===== src/hw/aofm_params.svh =====
// Constants for the analog output fault manager: register offsets,
// field positions, reset values and timing counts.
// Assumes a 25 MHz system clock and a 32-bit AHB-Lite register bus.
`ifndef AOFM_PARAMS_SVH
`define AOFM_PARAMS_SVH

// ****************************************************************
// Clock and timing
// ****************************************************************
`define AOFM_CLK_HZ 25000000
`define AOFM_COMMS_PERSIST_MS 500
`define AOFM_COMMS_PERSIST_CYC \
  (`AOFM_COMMS_PERSIST_MS * (`AOFM_CLK_HZ / 1000))

// ****************************************************************
// Register byte offsets
// ****************************************************************
`define AOFM_REG_CTRL 12'h000
`define AOFM_REG_STATUS 12'h004
`define AOFM_REG_CH_CFG 12'h010
`define AOFM_REG_FAULT_VAL 12'h020
`define AOFM_REG_USER_VAL 12'h030
`define AOFM_REG_OUT_ECHO 12'h040
`define AOFM_CH_BLOCK_MASK 12'hFF0

// ****************************************************************
// Field positions and reset values
// ****************************************************************
`define AOFM_CTRL_OUT_EN_BIT 0
`define AOFM_CFG_FAULT_MODE_BIT 9
`define AOFM_ST_CONV_BIT 0
`define AOFM_ST_POWER_BIT 1
`define AOFM_ST_COMMS_BIT 2
`define AOFM_ST_WDT_BIT 3
`define AOFM_ST_ONLINE_BIT 4
`define AOFM_ST_PERSIST_BIT 5
`define AOFM_CTRL_RESET 32'h0000_0000
`define AOFM_CFG_RESET 32'h0000_0000

`endif


===== src/hw/aofm_pkg.sv =====
// Types shared by the analog output fault manager.
// Assumes aofm_params.svh is available on the include path.
`default_nettype none
package aofm_pkg;

  // ****************************************************************
  // Fault inputs as one group
  // ****************************************************************
  typedef struct packed {
    logic backplane_online;
    logic converter_fault;
    logic watchdog_timeout_flag;
    logic field_power_fault;
    logic comms_fault;
  } aofm_faults_t;

  // ****************************************************************
  // Channel drive condition, highest priority first
  // ****************************************************************
  typedef enum logic [2:0] {
    AOFM_DRV_OFF_POWER = 3'h0,
    AOFM_DRV_OFF_CONV = 3'h1,
    AOFM_DRV_OFF_WDT = 3'h2,
    AOFM_DRV_OFF_COMMS = 3'h3,
    AOFM_DRV_OFFLINE = 3'h4,
    AOFM_DRV_NORMAL = 3'h5
  } aofm_drive_t;

endpackage

`default_nettype wire


===== src/hw/aofm_fault_manager.sv =====
// Analog output fault manager: chooses each channel's converter value
// from user value, fault value and the fault inputs, with registers on
// an AHB-Lite slave port.
// Assumes a single 25 MHz clock, fault pins asynchronous to it, and a
// master that issues single word transfers with no pipelining.
//
// Overview of operation
// - Any comms disruption counts as backplane offline.
// - Hold mode offline keeps last output value.
// - Back online drives most recent user value.
// - Converter fault forces zero, latched until reset.
// - Watchdog timeout forces zero, latched until reset.
// - User mode offline drives configured fault value.
// - Field power fault switches all outputs off.
// - Power fault stays latched after condition clears.
// - Comms fault beyond 500 ms forces zero.
// - Persistent comms fault keeps outputs off.
// - Short comms loss drives hold or fault value, recovers.
// - After reset, recovered comms drives user value.
// - Priority power, converter, watchdog, comms, offline.
// - Status word reports each fault condition bit.
// - Config bit 9 selects hold or user mode.
// - Output drivers disabled after reset until enabled.
`timescale 1ns/10ps
`default_nettype none
`include "aofm_params.svh"

module aofm_fault_manager #(
  parameter int NUM_CH = 4,
  parameter int DW = 16,
  parameter int COMMS_PERSIST_CYC = `AOFM_COMMS_PERSIST_CYC
) (
  // Clock and reset
  input wire logic clk,
  input wire logic rst,
  // AHB-Lite slave
  input wire logic hsel,
  input wire logic [11:0] haddr,
  input wire logic [1:0] htrans,
  input wire logic hwrite,
  input wire logic [2:0] hsize,
  input wire logic [31:0] hwdata,
  input wire logic hready,
  output logic hreadyout,
  output logic hresp,
  output logic [31:0] hrdata,
  // Fault pins
  input wire aofm_pkg::aofm_faults_t fault_pins,
  // Converter side
  output logic [NUM_CH*DW-1:0] dac_value,
  output logic dac_enable
);

  // ****************************************************************
  // Helper functions
  // ****************************************************************
  function automatic logic ch_hit(input logic [11:0] addr,
                                  input logic [11:0] base);
    logic hit;
    hit = ((addr & `AOFM_CH_BLOCK_MASK) == base) &&
          (32'(addr[3:2]) < NUM_CH) && (addr[1:0] == 2'h0);
    return hit;
  endfunction

  function automatic logic [DW-1:0] pick(input logic [NUM_CH*DW-1:0] v,
                                         input logic [1:0] ch);
    logic [DW-1:0] r;
    r = v[32'(ch)*DW +: DW];
    return r;
  endfunction

  // ****************************************************************
  // Pin synchronisers
  // ****************************************************************
  aofm_pkg::aofm_faults_t sync_a;
  aofm_pkg::aofm_faults_t faults;

  always_ff @(posedge clk or posedge rst)
  begin
    if (rst)
    begin
      sync_a <= '0;
      faults <= '0;
    end
    else
    begin
      sync_a <= fault_pins;
      faults <= sync_a;
    end
  end

  // ****************************************************************
  // Fault latches
  // ****************************************************************
  logic conv_latched;
  logic wdt_latched;
  logic power_latched;
  logic comms_persist;
  logic [31:0] comms_cnt;
  logic offline;

  // A comms break is treated like the backplane going offline, and also runs the persistence count.
  assign offline = !faults.backplane_online || faults.comms_fault;

  // Only the block reset clears these; nothing software does can.
  always_ff @(posedge clk or posedge rst)
  begin
    if (rst)
    begin
      conv_latched <= 1'b0;
      wdt_latched <= 1'b0;
      power_latched <= 1'b0;
    end
    else
    begin
      if (faults.converter_fault)
        conv_latched <= 1'b1;
      if (faults.watchdog_timeout_flag)
        wdt_latched <= 1'b1;
      if (faults.field_power_fault)
        power_latched <= 1'b1;
    end
  end

  // Counts how long the comms fault has stood without a break.
  always_ff @(posedge clk or posedge rst)
  begin
    if (rst)
    begin
      comms_cnt <= 32'h0000_0000;
      comms_persist <= 1'b0;
    end
    else
    begin
      if (!faults.comms_fault)
        comms_cnt <= 32'h0000_0000;
      else if (comms_cnt < 32'(COMMS_PERSIST_CYC - 1))
        comms_cnt <= comms_cnt + 32'h0000_0001;
      else
        comms_persist <= 1'b1;
    end
  end

  // ****************************************************************
  // Drive condition by priority
  // ****************************************************************
  aofm_pkg::aofm_drive_t drive;

  always_comb
  begin
    if (power_latched)
      drive = aofm_pkg::AOFM_DRV_OFF_POWER;
    else if (conv_latched)
      drive = aofm_pkg::AOFM_DRV_OFF_CONV;
    else if (wdt_latched)
      drive = aofm_pkg::AOFM_DRV_OFF_WDT;
    else if (comms_persist)
      drive = aofm_pkg::AOFM_DRV_OFF_COMMS;
    else if (offline)
      drive = aofm_pkg::AOFM_DRV_OFFLINE;
    else
      drive = aofm_pkg::AOFM_DRV_NORMAL;
  end

  // ****************************************************************
  // Software registers
  // ****************************************************************
  logic [31:0] ctrl;
  logic [NUM_CH-1:0] fault_mode;
  logic [NUM_CH*DW-1:0] fault_val;
  logic [NUM_CH*DW-1:0] user_val;
  logic wr_pend;
  logic [11:0] wr_addr;
  logic [31:0] status;

  assign status = {26'h0, comms_persist, faults.backplane_online,
                   wdt_latched, faults.comms_fault, power_latched,
                   conv_latched};

  // Address phase: a write is remembered, a read is answered next cycle.
  always_ff @(posedge clk or posedge rst)
  begin
    if (rst)
    begin
      wr_pend <= 1'b0;
      wr_addr <= 12'h000;
      hrdata <= 32'h0000_0000;
    end
    else
    begin
      wr_pend <= hsel && htrans[1] && hready && hwrite;
      if (hsel && htrans[1] && hready)
      begin
        wr_addr <= haddr;
      end
      if (hsel && htrans[1] && hready && !hwrite)
      begin
        if (haddr == `AOFM_REG_CTRL)
          hrdata <= ctrl;
        else if (haddr == `AOFM_REG_STATUS)
          hrdata <= status;
        else if (ch_hit(haddr, `AOFM_REG_CH_CFG))
          hrdata <= 32'(fault_mode[haddr[3:2]])
                    << `AOFM_CFG_FAULT_MODE_BIT;
        else if (ch_hit(haddr, `AOFM_REG_FAULT_VAL))
          hrdata <= 32'(pick(fault_val, haddr[3:2]));
        else if (ch_hit(haddr, `AOFM_REG_USER_VAL))
          hrdata <= 32'(pick(user_val, haddr[3:2]));
        else if (ch_hit(haddr, `AOFM_REG_OUT_ECHO))
          hrdata <= 32'(pick(dac_value, haddr[3:2]));
        else
          hrdata <= 32'h0000_0000;
      end
    end
  end

  // Data phase: the write lands; unmapped writes are dropped.
  always_ff @(posedge clk or posedge rst)
  begin
    if (rst)
    begin
      ctrl <= `AOFM_CTRL_RESET;
      fault_mode <= '0;
      fault_val <= '0;
      user_val <= '0;
    end
    else if (wr_pend)
    begin
      if (wr_addr == `AOFM_REG_CTRL)
      begin
        ctrl <= hwdata & 32'h0000_0001;
      end
      else if (ch_hit(wr_addr, `AOFM_REG_CH_CFG))
      begin
        fault_mode[wr_addr[3:2]] <= hwdata[`AOFM_CFG_FAULT_MODE_BIT];
      end
      else if (ch_hit(wr_addr, `AOFM_REG_FAULT_VAL))
      begin
        fault_val[32'(wr_addr[3:2])*DW +: DW] <= hwdata[DW-1:0];
      end
      else if (ch_hit(wr_addr, `AOFM_REG_USER_VAL))
      begin
        // Stored even while offline so the latest value is used later.
        user_val[32'(wr_addr[3:2])*DW +: DW] <= hwdata[DW-1:0];
      end
    end
  end

  always_ff @(posedge clk or posedge rst)
  begin
    if (rst)
    begin
      hreadyout <= 1'b0;
      hresp <= 1'b0;
    end
    else
    begin
      hreadyout <= 1'b1;
      hresp <= 1'b0;
    end
  end

  // ****************************************************************
  // Converter outputs
  // ****************************************************************
  always_ff @(posedge clk or posedge rst)
  begin
    if (rst)
    begin
      dac_enable <= 1'b0;
    end
    else
    begin
      dac_enable <= ctrl[`AOFM_CTRL_OUT_EN_BIT];
    end
  end

  for (genvar c = 0; c < NUM_CH; c++)
  begin : g_ch
    logic [DW-1:0] next_out;

    always_comb
    begin
      case (drive)
        aofm_pkg::AOFM_DRV_OFF_POWER,
        aofm_pkg::AOFM_DRV_OFF_CONV,
        aofm_pkg::AOFM_DRV_OFF_WDT,
        aofm_pkg::AOFM_DRV_OFF_COMMS:
        begin
          next_out = '0;
        end
        aofm_pkg::AOFM_DRV_OFFLINE:
        begin
          if (fault_mode[c])
          begin
            next_out = fault_val[c*DW +: DW];
          end
          else
          begin
            next_out = dac_value[c*DW +: DW];
          end
        end
        aofm_pkg::AOFM_DRV_NORMAL:
        begin
          next_out = user_val[c*DW +: DW];
        end
        default:
        begin
          next_out = '0;
        end
      endcase
    end

    always_ff @(posedge clk or posedge rst)
    begin
      if (rst)
      begin
        dac_value[c*DW +: DW] <= '0;
      end
      else
      begin
        dac_value[c*DW +: DW] <= next_out;
      end
    end
  end

endmodule

`default_nettype wire


===== config.mk =====
export PLATFORM = sky130hd
export DESIGN_NAME = aofm_fault_manager
export DESIGN_NICKNAME = d
export VERILOG_FILES = /design/src/hw/aofm_pkg.sv /design/src/hw/aofm_fault_manager.sv
export VERILOG_INCLUDE_DIRS = /design/src /design/src/hw
export SDC_FILE = /design/constraint.sdc
export NUM_CORES = 1
export LEC_CHECK = 0
export ABC_AREA = 1
export BUFFER_PORTS_ARGS = -buffer_cell sky130_fd_sc_hd__buf_2
export CORE_MARGIN = 2
export CORE_UTILIZATION = 45
export DETAILED_ROUTE_END_ITERATION = 8
export GPL_TIMING_DRIVEN = 0
export PLACE_DENSITY = 0.69
export SLEW_MARGIN = 10
export SYNTH_ARGS = -nofsm -noshare
export SYNTH_HDL_FRONTEND = slang
export SYNTH_SLANG_ARGS = --single-unit
export TNS_END_PERCENT = 20

===== constraint.sdc =====
create_clock -name clk -period 9.97 [get_ports clk]
set_input_delay 0.997 -clock clk [delete_from_list [all_inputs] [get_ports clk]]
set_output_delay 0.997 -clock clk [all_outputs]
set_load 0.005 [all_outputs]

### Word-level counts from Yosys, hierarchy flattened

Index checks and enable logic that the tools add are counted.

| storage, ports and cells | value |
|---|---|
| word-level logic and storage cells | 110 |
| bits in latches | 0 |
| ROM bits | 0 |
| output and inout port bits | 99 |
| memories kept | 0 |
| bits of input ports | 59 |
| register bits after elaboration | 290 |
| memory bits (writable) | 0 |

| operators by class | value |
|---|---|
| add/sub/neg operators | 2 |
| divide/modulo/power cells | 0 |
| reduce and logical (&&, ||, !) cells | 24 |
| equality and inequality tests | 15 |
| order comparisons | 4 |
| mux-type cells | 28 |
| bitwise logic cells | 4 |
| shifts and indexed selects | 5 |
| multiply operators | 0 |

Operators by type and width:

| operator | number |
|---|---|
| 64-bit by 7-bit indexed part select with 16-bit output | 3 |
| 16-bit two-way mux | 10 |
| 64-bit bitwise mux | 2 |
| 16-bit one-hot mux with 2 select lines | 4 |
| 32-bit two-way mux | 2 |
| 16-bit by 34-bit variable shift with 64-bit output (first input constant) | 1 |
| 16-bit by 34-bit indexed part select with 64-bit output | 1 |
| 6-bit negation with 34-bit output | 1 |
| 32-bit by 1-bit adder with 32-bit output (second input constant) | 1 |
| 8-bit by 2-bit == test with 1-bit output (second input constant) | 4 |
| 32-bit by 24-bit less-than comparator with 1-bit output (second input constant) | 1 |
| 12-bit zero test | 2 |
| 8-bit by 1-bit == test with 1-bit output (second input constant) | 2 |
| 12-bit by 3-bit == test with 1-bit output (second input constant) | 1 |
| 1-bit logical AND | 12 |
| 3-bit two-way mux | 4 |
| 8-bit by 3-bit == test with 1-bit output (second input constant) | 1 |
| 2-bit inequality test (second input constant) | 4 |
| 3-bit == test (second input constant) | 2 |
| 2-bit by 3-bit less-than comparator with 1-bit output (second input constant) | 2 |
| 5-bit AND reduction | 1 |
| 4-bit bitwise mux | 1 |
| 2-bit zero test | 2 |
| 1-bit inverter | 4 |
| other kinds (10) | 14 |

### Longest topological paths before layout

Gate-level depths: netlist (run 1).

| depth | value |
|---|---|
| depth in word-level cells | 9 |
| mapped depth | 14 |

### Worst setup path before layout (run 1)

No wires, ideal clock.

| path | value |
|---|---|
| kind | input to register |
| start point | in haddr[11] |
| end point | reg hrdata[1] |
| slack | 7.889 ns |
| library setup time | 0.116 ns |
| path buffers | 1 |
| arrival | 1.964 ns |
| stages on the path | 11 |
| data required time | 9.854 ns |
| cells stage by stage | nor2_1 > nand2_1 > nor2_2 > nand2_2 > inv_2 > buf_4 > a21oi_1 > nand2_1 > nand2_1 > nand2_1 > nand2_1 |

| on the way | value |
|---|---|
| longest elaborated chain between the ends | 8 |

Ends and longest elaborated chain:

| what | RTL line | source |
|---|---|---|
| start: declaration | aofm_fault_manager.sv:38 | `input wire logic [11:0] haddr,` |
| 8-bit by 3-bit == test with 1-bit output | aofm_fault_manager.sv:60 | `` hit = ((addr & `AOFM_CH_BLOCK_MASK) == base) && `` |
| 1-bit logical AND | aofm_fault_manager.sv:60 |  |
| 16-bit two-way mux | aofm_fault_manager.sv:209 | `` else if (ch_hit(haddr, `AOFM_REG_OUT_ECHO)) `` |
| 16-bit two-way mux | aofm_fault_manager.sv:207 | `` else if (ch_hit(haddr, `AOFM_REG_USER_VAL)) `` |
| 16-bit two-way mux | aofm_fault_manager.sv:205 | `` else if (ch_hit(haddr, `AOFM_REG_FAULT_VAL)) `` |
| 16-bit two-way mux | aofm_fault_manager.sv:202 | `` else if (ch_hit(haddr, `AOFM_REG_CH_CFG)) `` |
| 16-bit two-way mux | aofm_fault_manager.sv:200 | `` else if (haddr == `AOFM_REG_STATUS) `` |
| 16-bit two-way mux * | aofm_fault_manager.sv:198 | `` if (haddr == `AOFM_REG_CTRL) `` |
| end signal: assignment | aofm_fault_manager.sv:199 | `hrdata <= ctrl;` |
| end signal: assignment | aofm_fault_manager.sv:201 | `hrdata <= status;` |
| end signal: assignment | aofm_fault_manager.sv:203 | `hrdata <= 32'(fault_mode[haddr[3:2]])` |
| end: declaration | aofm_fault_manager.sv:46 | `output logic [31:0] hrdata,` |

Mark *: on every way between the ends. The rest lies on a longest branch, timed or not.
A chain may end at the register's enable or synchronous reset.

### Final worst setup path (run 1)

| path | value |
|---|---|
| start point | reg wr_addr[2] |
| end point | reg fault_val[52] |

| on the way | value |
|---|---|
| longest elaborated chain between the ends | 3 |

Ends and longest elaborated chain:

| what | RTL line | source |
|---|---|---|
| start: declaration | aofm_fault_manager.sv:173 | `logic [11:0] wr_addr;` |
| start signal: assignment | aofm_fault_manager.sv:194 | `wr_addr <= haddr;` |
| 6-bit negation with 34-bit output or 12-bit zero test (tied branches) | -- |  |
| 16-bit by 34-bit indexed part select with 64-bit output, or another cell as far along | aofm_fault_manager.sv:239 | `fault_val[32'(wr_addr[3:2])*DW +: DW] <= hwdata[DW-1:0];` |
| 64-bit bitwise mux or 4-bit AND reduction (tied branches) | -- |  |
| end signal: indexed assignment | aofm_fault_manager.sv:239 |  |
| end: declaration | aofm_fault_manager.sv:170 | `logic [NUM_CH*DW-1:0] fault_val;` |

Several ways; a longest one is shown, not always the timed one.

==> reports/metrics.json, run 1 <==
{
  "flip_flop_cell_with_the_highest_count_after_synthesis": {"value": "sky130_fd_sc_hd__dfrtp_1"},
  "critical_path_class": {"value": "reg2reg"},
  "regToRegEndpoint": {"value": "fault_val[52]"},
  "cts_hold_repair.buffers": {"value": 0},
  "ios": {"value": 158},
  "viasPerCell": {"value": 5.348},
  "syn_inst": {"value": 1973},
  "firstDrtPassIters": {"value": 6},
  "final.setup.worst_slack": {"value": 7.341, "unit": "ns"},
  "insertion_delay": {"value": 0.58, "unit": "ns"},
  "r2r-start": {"value": "wr_addr[2]"},
  "grt_usage": {"value": 30.48, "unit": "%"},
  "first_global_vias": {"value": 13360},
  "std_cell_rows": {"value": 66},
  "cts_bufs_inserted": {"value": 31},
  "timing.final.crit_share": {"value": 26.37, "unit": "%"},
  "cts_setup_buffers": {"value": 0},
  "clock_skew": {"value": 0.01907, "unit": "ns"},
  "globalplace.congestion": {"value": 1.043},
  "synth.yosys.warnings": {"value": 0},
  "pin_count_of_the_biggest_net_entering_global_routing": {"value": 107},
  "hold_path_startpoint": {"value": "sync_a[2]"},
  "path_max_fanout": {"value": 10},
  "hold_path_end": {"value": "faults[2]"},
  "worst_slew_margin_rel": {"value": 46.64, "unit": "%"},
  "dr_total_vias": {"value": 13940},
  "clock_sink_total": {"value": 274},
  "cts_tree": {"value": "built"},
  "worst_path_most_repeated_cell": {"value": "sky130_fd_sc_hd__buf_2"},
  "totalWireLength": {"value": 53660, "unit": "um"},
  "drv_cap": {"value": 0},
  "cp_slowest_stage_delay": {"value": 0.42, "unit": "ns"},
  "global_route_wire_length_before_repair": {"value": 80470, "unit": "um"},
  "synth_largest_type_area_fraction": {"value": 45.59, "unit": "%"},
  "rsz0062_at_grt": {"value": "false"},
  "wl_per_cell": {"value": 20.58, "unit": "um"},
  "yosys-mux-area-fraction": {"value": 1.731, "unit": "%"},
  "worst_r2r_path_depth": {"value": 11},
  "cp_cell_sequence": {"value": "buf_2 > buf_2 > inv_1 > ha_1 > buf_2 > buf_1 > nor2_1 > nand2_1 > nor2_1 > inv_1 > o21ai_0"},
  "async_reset_ff_share": {"value": 100.0, "unit": "%"},
  "synth.top_cells.by_area": {"value": "sky130_fd_sc_hd__dfrtp_1 46%, sky130_fd_sc_hd__nand2_1 12%, sky130_fd_sc_hd__inv_1 8.2%"},
  "main_combinational_cell_family_by_area_after_synthesis": {"value": "simple AND/OR/NAND/NOR gates"},
  "cell_area_after_synthesis": {"value": 0.01504, "unit": "mm2"},
  "timing.hold.worst.class": {"value": "reg2reg"},
  "design.core.area": {"value": 0.03270, "unit": "mm2"},
  "floorplan.die.height": {"value": 186.8, "unit": "um"},
  "drive_gt1_share": {"value": 17.18, "unit": "%"},
  "synth_enable_flop_cells": {"value": 0},
  "synth-seq-cells": {"value": 274},
  "area_growth": {"value": 15.55, "unit": "%"},
  "drc_marker_count_from_the_first_detailed_route_iteration": {"value": 1284},
  "final_antenna_net_count": {"value": 0},
  "hpwlAfterDp": {"value": 42070, "unit": "um"},
  "finalCriticalPeriod": {"value": 2.629, "unit": "ns"},
  "finish.net_count": {"value": 2208},
  "yosysTopAreaCell": {"value": "sky130_fd_sc_hd__dfrtp_1"},
  "power-per-cell-area": {"value": 149.7, "unit": "mW/mm2"},
  "final-max-slew-violation-count": {"value": 0},
  "part_of_the_yosys_area_used_for_sequential_elements": {"value": 45.59, "unit": "%"},
  "post_synth_num_cell_types": {"value": 39},
  "resized_gates_after_cts": {"value": 0},
  "worstPathArrival": {"value": 3.11, "unit": "ns"},
  "dieArea": {"value": 0.03490, "unit": "mm2"},
  "power.static_leakage": {"value": 9.994, "unit": "nW"},
  "fp.dieW": {"value": 186.8, "unit": "um"},
  "rrSetupSlack": {"value": 7.34, "unit": "ns"},
  "global_route.overflow_total": {"value": 0},
  "hold_viol_final": {"value": 0},
  "netlist_top_cells_count": {"value": "483 x sky130_fd_sc_hd__nand2_1, 328 x sky130_fd_sc_hd__inv_1, 274 x sky130_fd_sc_hd__dfrtp_1"},
  "cts_root_buffer_type": {"value": "sky130_fd_sc_hd__clkbuf_16"},
  "report.power.total": {"value": 2.602, "unit": "mW"},
  "crit_path_end_kind": {"value": "flip-flop"},
  "crit_required": {"value": 10.45, "unit": "ns"},
  "yosys.area_share.adder": {"value": 0.5824, "unit": "%"},
  "timing.critical_path.slowest_stage_cell": {"value": "sky130_fd_sc_hd__dfrtp_1"},
  "cts.reportedPaths.clkPinSlew": {"value": 0.06, "unit": "ns"},
  "synth_area_per_cell": {"value": 7.622, "unit": "um2"},
  "fraction_of_the_mapped_netlist_area_in_simple_logic_gates": {"value": 23.71, "unit": "%"},
  "start_util": {"value": 45.99, "unit": "%"},
  "worstMarginPinSlew": {"value": 0.8003, "unit": "ns"},
  "yosysMostFrequentCell": {"value": "sky130_fd_sc_hd__nand2_1"},
  "hold-path-cell-count": {"value": 0},
  "antenna_found_initial": {"value": 0},
  "cts_max_path_buffers": {"value": 3},
  "power.ir.vdd_worst": {"value": 0.1538, "unit": "mV"},
  "setup_viol": {"value": 0},
  "drc": {"value": 0},
  "max_freq": {"value": 380.4, "unit": "MHz"},
  "count_of_inserted_antenna_diode_cells": {"value": 0},
  "portBuffers": {"value": 118},
  "run_status": {"value": "finished, final reports clean"},
  "dp_worst_setup_slack": {"value": 7.236, "unit": "ns"},
  "synth-compound-area-share": {"value": 14.35, "unit": "%"},
  "xor_and_xnor_fraction_of_the_mapped_netlist_area": {"value": 0.7571, "unit": "%"},
  "level_count_of_the_clock_h_tree": {"value": 1},
  "critPathLaunchType": {"value": "flip-flop"}
}
[layer usage]
metal	GRT usage, %	part of all wire, %
met1	43.10	44
met3	4.382	8.1
met2	46.15	43
met4	14.56	5.4
met5	0	0
[through the flow]
stage	std cells	setup TNS, ns	utilization [%]	instance area, um2	hold slack (ns)
6_report	2607	0	53.14	17380	0.3475
5_1_grt	2607	0	53.14	17380	0.3575
4_1_cts	2607	0	53.14	17380	0.3476
3_5_place_dp	2551	0	49.86	16300	0.3347
3_3_place_gp	2549	-390.37	49.67	16240	0.3323
2_1_floorplan	1989	0	-	15100	0.3312
[where the power goes]
part / internal, mW / total (mW) / switching, mW
Sequential: 1.13 / 1.15 / 0.0199
Combinational: 0.0619 / 0.246 / 0.184
Clock: 0.739 / 1.20 / 0.464
Total: 1.93 / 2.60 / 0.667
[logic make-up after synthesis]
group / after synthesis
flops: 274
mux: 26
buf+inv: 452
other cells: 2
compound gates: 355
fa+ha+maj: 7
xor+xnor: 13
simple gates: 844
[cells in the final DEF, fill, tap and decap left out, drive strengths merged, types with 2 or more instances in the layout]
cell type	netlist	layout
nand2	505	505
inv	336	337
dfrtp	274	274
buf	90	210
o21ai	203	203
nor2	195	195
nand3	112	112
clkbuf	26	75
o22ai	73	73
a21oi	63	63
mux2i	26	26
conb	2	18
nor3	14	14
nand4	10	10
xor2	9	9
o221ai	9	9
ha	7	7
o211ai	5	5
xnor2	4	4
bufinv	0	4
or2	3	3
nor3b	2	2
clkinv	0	2
[worst max path at each step]
stage                           from       endpoint  cells after the start
final                     wr_addr[2]  fault_val[52]                     11
after global routing      wr_addr[2]   fault_val[7]                     10
after CTS                 wr_addr[2]  fault_val[52]                     11
after detailed placement    haddr[3]      hrdata[8]                      9
after global placement           rst   comms_cnt[5]                      2
after floorplan                  rst   comms_cnt[0]                      1
[worst max-delay path: cells and delay by family, from the launching register on]
family                     cells  cell delay, ns
AOI/OAI and AO/OA              1            0.17
adders and majority gates      1            0.27
buffers and inverters          6            1.15
DFF                            1            0.42
and+or+nand+nor                3            0.56
[registers in the layout (all words and copies together), names as in the netlist, 4 cells and up]
signal      count
comms_cnt      32
dac_value      64
fault_mode      4
fault_val      64
faults          5
hrdata         16
sync_a          5
user_val       64
wr_addr        12
[cell type report]
type	count	area (um2)
clock inverter	7	138.9
multi-input combinational	1263	6254
tap	442	553.0
clock buffer	49	933.4
sequential	274	6857
buffer	116	726.9
inverter	336	1269
timing repair buffer	120	645.6
fill	3229	15320
(Power assumes the default switching activity.)
==> inputs of run 2 (changes only) <==
==> constraint.sdc (replaced) <==
create_clock -name clk -period 2.6 [get_ports clk]
set_input_delay 0.26 -clock clk [delete_from_list [all_inputs] [get_ports clk]]
set_output_delay 0.26 -clock clk [all_outputs]
set_load 0.005 [all_outputs]
==> run 2 against run 1 <==
  * Register-to-register slack worse by 7.2 ns
  * Sequential share of layout area is 0.64 points lower
  * Sequential cell count stayed put
  * Cell area is 1.6% higher
  * Total power grew to 3.8 times the previous value
  * Final cell count is 0.88% higher
  * Clock power grew to 3.8 times the previous value
  * Via count is 0.12% lower
  * Hold slack worse by 0.32 ns
  * Wire length is 2.8% higher
  * Combinational power grew to 4.1 times the previous value
==> reports/metrics.json, run 2 (synthesis gave the netlist of run 1 again) <==
{
  "totalWireLength": {"value": 55160, "unit": "um", "change": "was 53660 um"},
  "final-max-slew-violation-count": {"value": 0, "change": "unchanged"},
  "report.power.total": {"value": 9.956, "unit": "mW", "change": "was 2.602 mW"},
  "area_growth": {"value": 17.46, "unit": "%", "change": "was 15.55%"},
  "cts_bufs_inserted": {"value": 31, "change": "unchanged"},
  "wl_per_cell": {"value": 20.97, "unit": "um", "change": "was 20.58 um"},
  "clock_skew": {"value": 0.02130, "unit": "ns", "change": "was 0.01907 ns"},
  "worst_r2r_path_depth": {"value": 11, "change": "unchanged"},
  "max_freq": {"value": 401.3, "unit": "MHz", "change": "was 380.4 MHz"},
  "rrSetupSlack": {"value": 0.11, "unit": "ns", "change": "was 7.34 ns"},
  "ios": {"value": 158, "change": "unchanged"},
  "cp_slowest_stage_delay": {"value": 0.43, "unit": "ns", "change": "was 0.42 ns"},
  "path_delay_family": {"value": "buffers and inverters", "change": "unchanged"},
  "global_route_wire_length_before_repair": {"value": 83370, "unit": "um", "change": "was 80470 um"},
  "run_status": {"value": "finished, final reports clean", "change": "unchanged"},
  "cts_tree": {"value": "built", "change": "unchanged"},
  "pin_count_of_the_biggest_net_entering_global_routing": {"value": 40, "change": "was 107"},
  "grt_usage": {"value": 31.53, "unit": "%", "change": "was 30.48%"},
  "count_of_inserted_antenna_diode_cells": {"value": 0, "change": "unchanged"},
  "regToRegEndpoint": {"value": "fault_val[52]", "change": "unchanged"},
  "hold-path-cell-count": {"value": 3, "change": "was 0"},
  "global_route.overflow_total": {"value": 0, "change": "unchanged"},
  "path_buf_inv": {"value": 6, "change": "unchanged"},
  "setup_viol": {"value": 0, "change": "unchanged"},
  "rsz0062_at_grt": {"value": "true", "change": "was false"},
  "finish.net_count": {"value": 2230, "change": "was 2208"},
  "timing.final.crit_share": {"value": 95.85, "unit": "%", "change": "was 26.37%"},
  "drive_gt1_share": {"value": 17.73, "unit": "%", "change": "was 17.18%"},
  "critPathLaunchType": {"value": "flip-flop", "change": "unchanged"},
  "cts_max_path_buffers": {"value": 3, "change": "unchanged"},
  "power.static_leakage": {"value": 10.11, "unit": "nW", "change": "was 9.994 nW"},
  "setup-tns-final": {"value": 0, "unit": "ns", "change": "unchanged"},
  "design.core.area": {"value": 0.03270, "unit": "mm2", "change": "unchanged"},
  "power-per-cell-area": {"value": 563.7, "unit": "mW/mm2", "change": "was 149.7 mW/mm2"},
  "finish.instance_area": {"value": 0.01766, "unit": "mm2", "change": "was 0.01738 mm2"},
  "cts.reportedPaths.clkPinSlew": {"value": 0.06, "unit": "ns", "change": "about the same"},
  "level_count_of_the_clock_h_tree": {"value": 1, "change": "unchanged"},
  "floorplan.die.height": {"value": 186.8, "unit": "um", "change": "unchanged"},
  "path_max_fanout": {"value": 10, "change": "unchanged"},
  "hold_path_end": {"value": "wr_addr[5]", "change": "was faults[2]"},
  "antenna_found_initial": {"value": 0, "change": "unchanged"},
  "first_global_vias": {"value": 13540, "change": "was 13360"},
  "globalplace.congestion": {"value": 1.020, "change": "was 1.043"},
  "start_util": {"value": 45.99, "unit": "%", "change": "unchanged"},
  "portBuffers": {"value": 118, "change": "unchanged"},
  "std_cell_rows": {"value": 66, "change": "unchanged"},
  "worstMarginPinSlew": {"value": 0.7907, "unit": "ns", "change": "was 0.8003 ns"},
  "placed_area": {"value": 0.01641, "unit": "mm2", "change": "was 0.01630 mm2"},
  "dr_total_vias": {"value": 13930, "change": "was 13940"},
  "fp.dieW": {"value": 186.8, "unit": "um", "change": "unchanged"},
  "reg_top3": {"value": "dac_value: 64 flops, fault_val: 64 flops, user_val: 64 flops", "change": "unchanged"},
  "clock_sink_total": {"value": 274, "change": "unchanged"},
  "drv_cap": {"value": 0, "change": "unchanged"},
  "final_antenna_net_count": {"value": 0, "change": "unchanged"},
  "firstDrtPassIters": {"value": 5, "change": "was 6"},
  "worstPathArrival": {"value": 2.98, "unit": "ns", "change": "was 3.11 ns"},
  "final_common_cell": {"value": "sky130_fd_sc_hd__nand2_1", "change": "unchanged"},
  "finalCriticalPeriod": {"value": 2.492, "unit": "ns", "change": "was 2.629 ns"},
  "cp_cell_sequence": {"value": "clkbuf_4 > clkbuf_4 > inv_1 > ha_1 > buf_2 > clkbuf_2 > nor2_2 > nand2_1 > nor2_1 > inv_1 > o21ai_0", "change": "was buf_2 > buf_2 > inv_1 > ha_1 > buf_2 > buf_1 > nor2_1 > nand2_1 > nor2_1 > inv_1 > o21ai_0"},
  "timing.critical_path.slowest_stage_cell": {"value": "sky130_fd_sc_hd__dfrtp_1", "change": "unchanged"},
  "cts_setup_buffers": {"value": 0, "change": "unchanged"},
  "drc_marker_count_from_the_first_detailed_route_iteration": {"value": 1380, "change": "was 1284"},
  "cts_root_buffer_type": {"value": "sky130_fd_sc_hd__clkbuf_16", "change": "unchanged"},
  "commonest_cells_after_routing_fill_and_taps_aside": {"value": "483 x sky130_fd_sc_hd__nand2_1, 327 x sky130_fd_sc_hd__inv_1, 274 x sky130_fd_sc_hd__dfrtp_1", "change": "unchanged"},
  "hold_path_startpoint": {"value": "haddr[5]", "change": "was sync_a[2]"},
  "timing.hold.worst.class": {"value": "in2reg", "change": "was reg2reg"},
  "crit_path_end_kind": {"value": "flip-flop", "change": "unchanged"},
  "hpwlAfterDp": {"value": 43390, "unit": "um", "change": "was 42070 um"},
  "dieArea": {"value": 0.03490, "unit": "mm2", "change": "unchanged"},
  "viasPerCell": {"value": 5.295, "change": "was 5.348"},
  "insertion_delay": {"value": 0.59, "unit": "ns", "change": "was 0.58 ns"},
  "drc": {"value": 0, "change": "unchanged"},
  "worst_slew_margin_rel": {"value": 47.29, "unit": "%", "change": "was 46.64%"},
  "hold_viol_final": {"value": 0, "change": "unchanged"},
  "power.ir.vdd_worst": {"value": 0.5451, "unit": "mV", "change": "was 0.1538 mV"},
  "critical_path_class": {"value": "reg2reg", "change": "unchanged"},
  "crit_required": {"value": 3.09, "unit": "ns", "change": "was 10.45 ns"},
  "r2r-start": {"value": "wr_addr[2]", "change": "unchanged"}
}
## run 2: cell count changes in the layout (fill, tap and decap cells not counted), sizes merged
cell	previous run	this run
clkinvlp	0	4
bufinv	4	3
clkbuf	75	70
buf	210	213
inv	337	336
dlygate4sd3	0	17
clkinv	2	8
## run 2: worst register-to-register path: stages, from the launching register on
cell	delay (ns)
sky130_fd_sc_hd__dfrtp_1	0.43
sky130_fd_sc_hd__clkbuf_4	0.22
sky130_fd_sc_hd__clkbuf_4	0.21
sky130_fd_sc_hd__inv_1	0.09
sky130_fd_sc_hd__ha_1	0.25
sky130_fd_sc_hd__buf_2	0.19
sky130_fd_sc_hd__clkbuf_2	0.22
sky130_fd_sc_hd__nor2_2	0.16
sky130_fd_sc_hd__nand2_1	0.12
sky130_fd_sc_hd__nor2_1	0.22
sky130_fd_sc_hd__inv_1	0.10
sky130_fd_sc_hd__o21ai_0	0.18
## run 2: cell type report
cell class | count | area (um2)
clock inverters | 15 | 183.9
well taps | 442 | 553.0
inverters | 336 | 1265
multi-input cells | 1263 | 6259
clock buffers | 42 | 887.1
plain buffers | 115 | 730.7
repair buffers | 143 | 928.4
flip-flops and latches | 274 | 6857
fillers | 3186 | 15040
## run 2: where the power goes
part | leakage [nW] | switching [mW] | internal (mW)
clock | 0.522 | 1.84 | 2.69
sequential | 3.07 | 0.0776 | 4.35
combinational | 6.52 | 0.724 | 0.275
total | 10.1 | 2.64 | 7.32
## run 2: how the worst max path moves through the flow
stage	start	end	slack (ns)	cells after the start
floorplan	rst	comms_cnt[0]	-1.28	1
global placement	rst	comms_cnt[7]	-2.89	2
detailed placement	wr_addr[2]	fault_val[20]	0.03	11
CTS	wr_addr[2]	fault_val[20]	0.03	11
global route	wr_addr[2]	fault_val[52]	-0.02	11
finish	wr_addr[2]	fault_val[52]	0.11	11
## run 2: stage by stage
stage                     setup slack, ns  cells  hold WS [ns]  util, %
after global routing             -0.01560   2630       0.04981    54.01
final                              0.1079   2630       0.03151    54.01
after CTS                         0.03206   2631      0.009743    53.99
after floorplan                    -1.283   1989        0.2914        -
after global placement             -2.891   2549        0.3332    49.68
after detailed placement          0.03429   2557        0.3356    50.19
## run 2: routing by layer
metal	wire length, um	GRT usage [%]	vias to the layer above
li1	-	-	6554
met1	24310	45.20	6621
met2	23200	46.41	633
met3	4743	5.435	118
met4	2907	14.90	0
met5	0	0	-
## run 2: timing repair
item                       4_1_cts  5_1_grt
hold endpoints to repair        31        0
resized for setup                0        7
hold buffers                    17        0
setup endpoints to repair        0       58
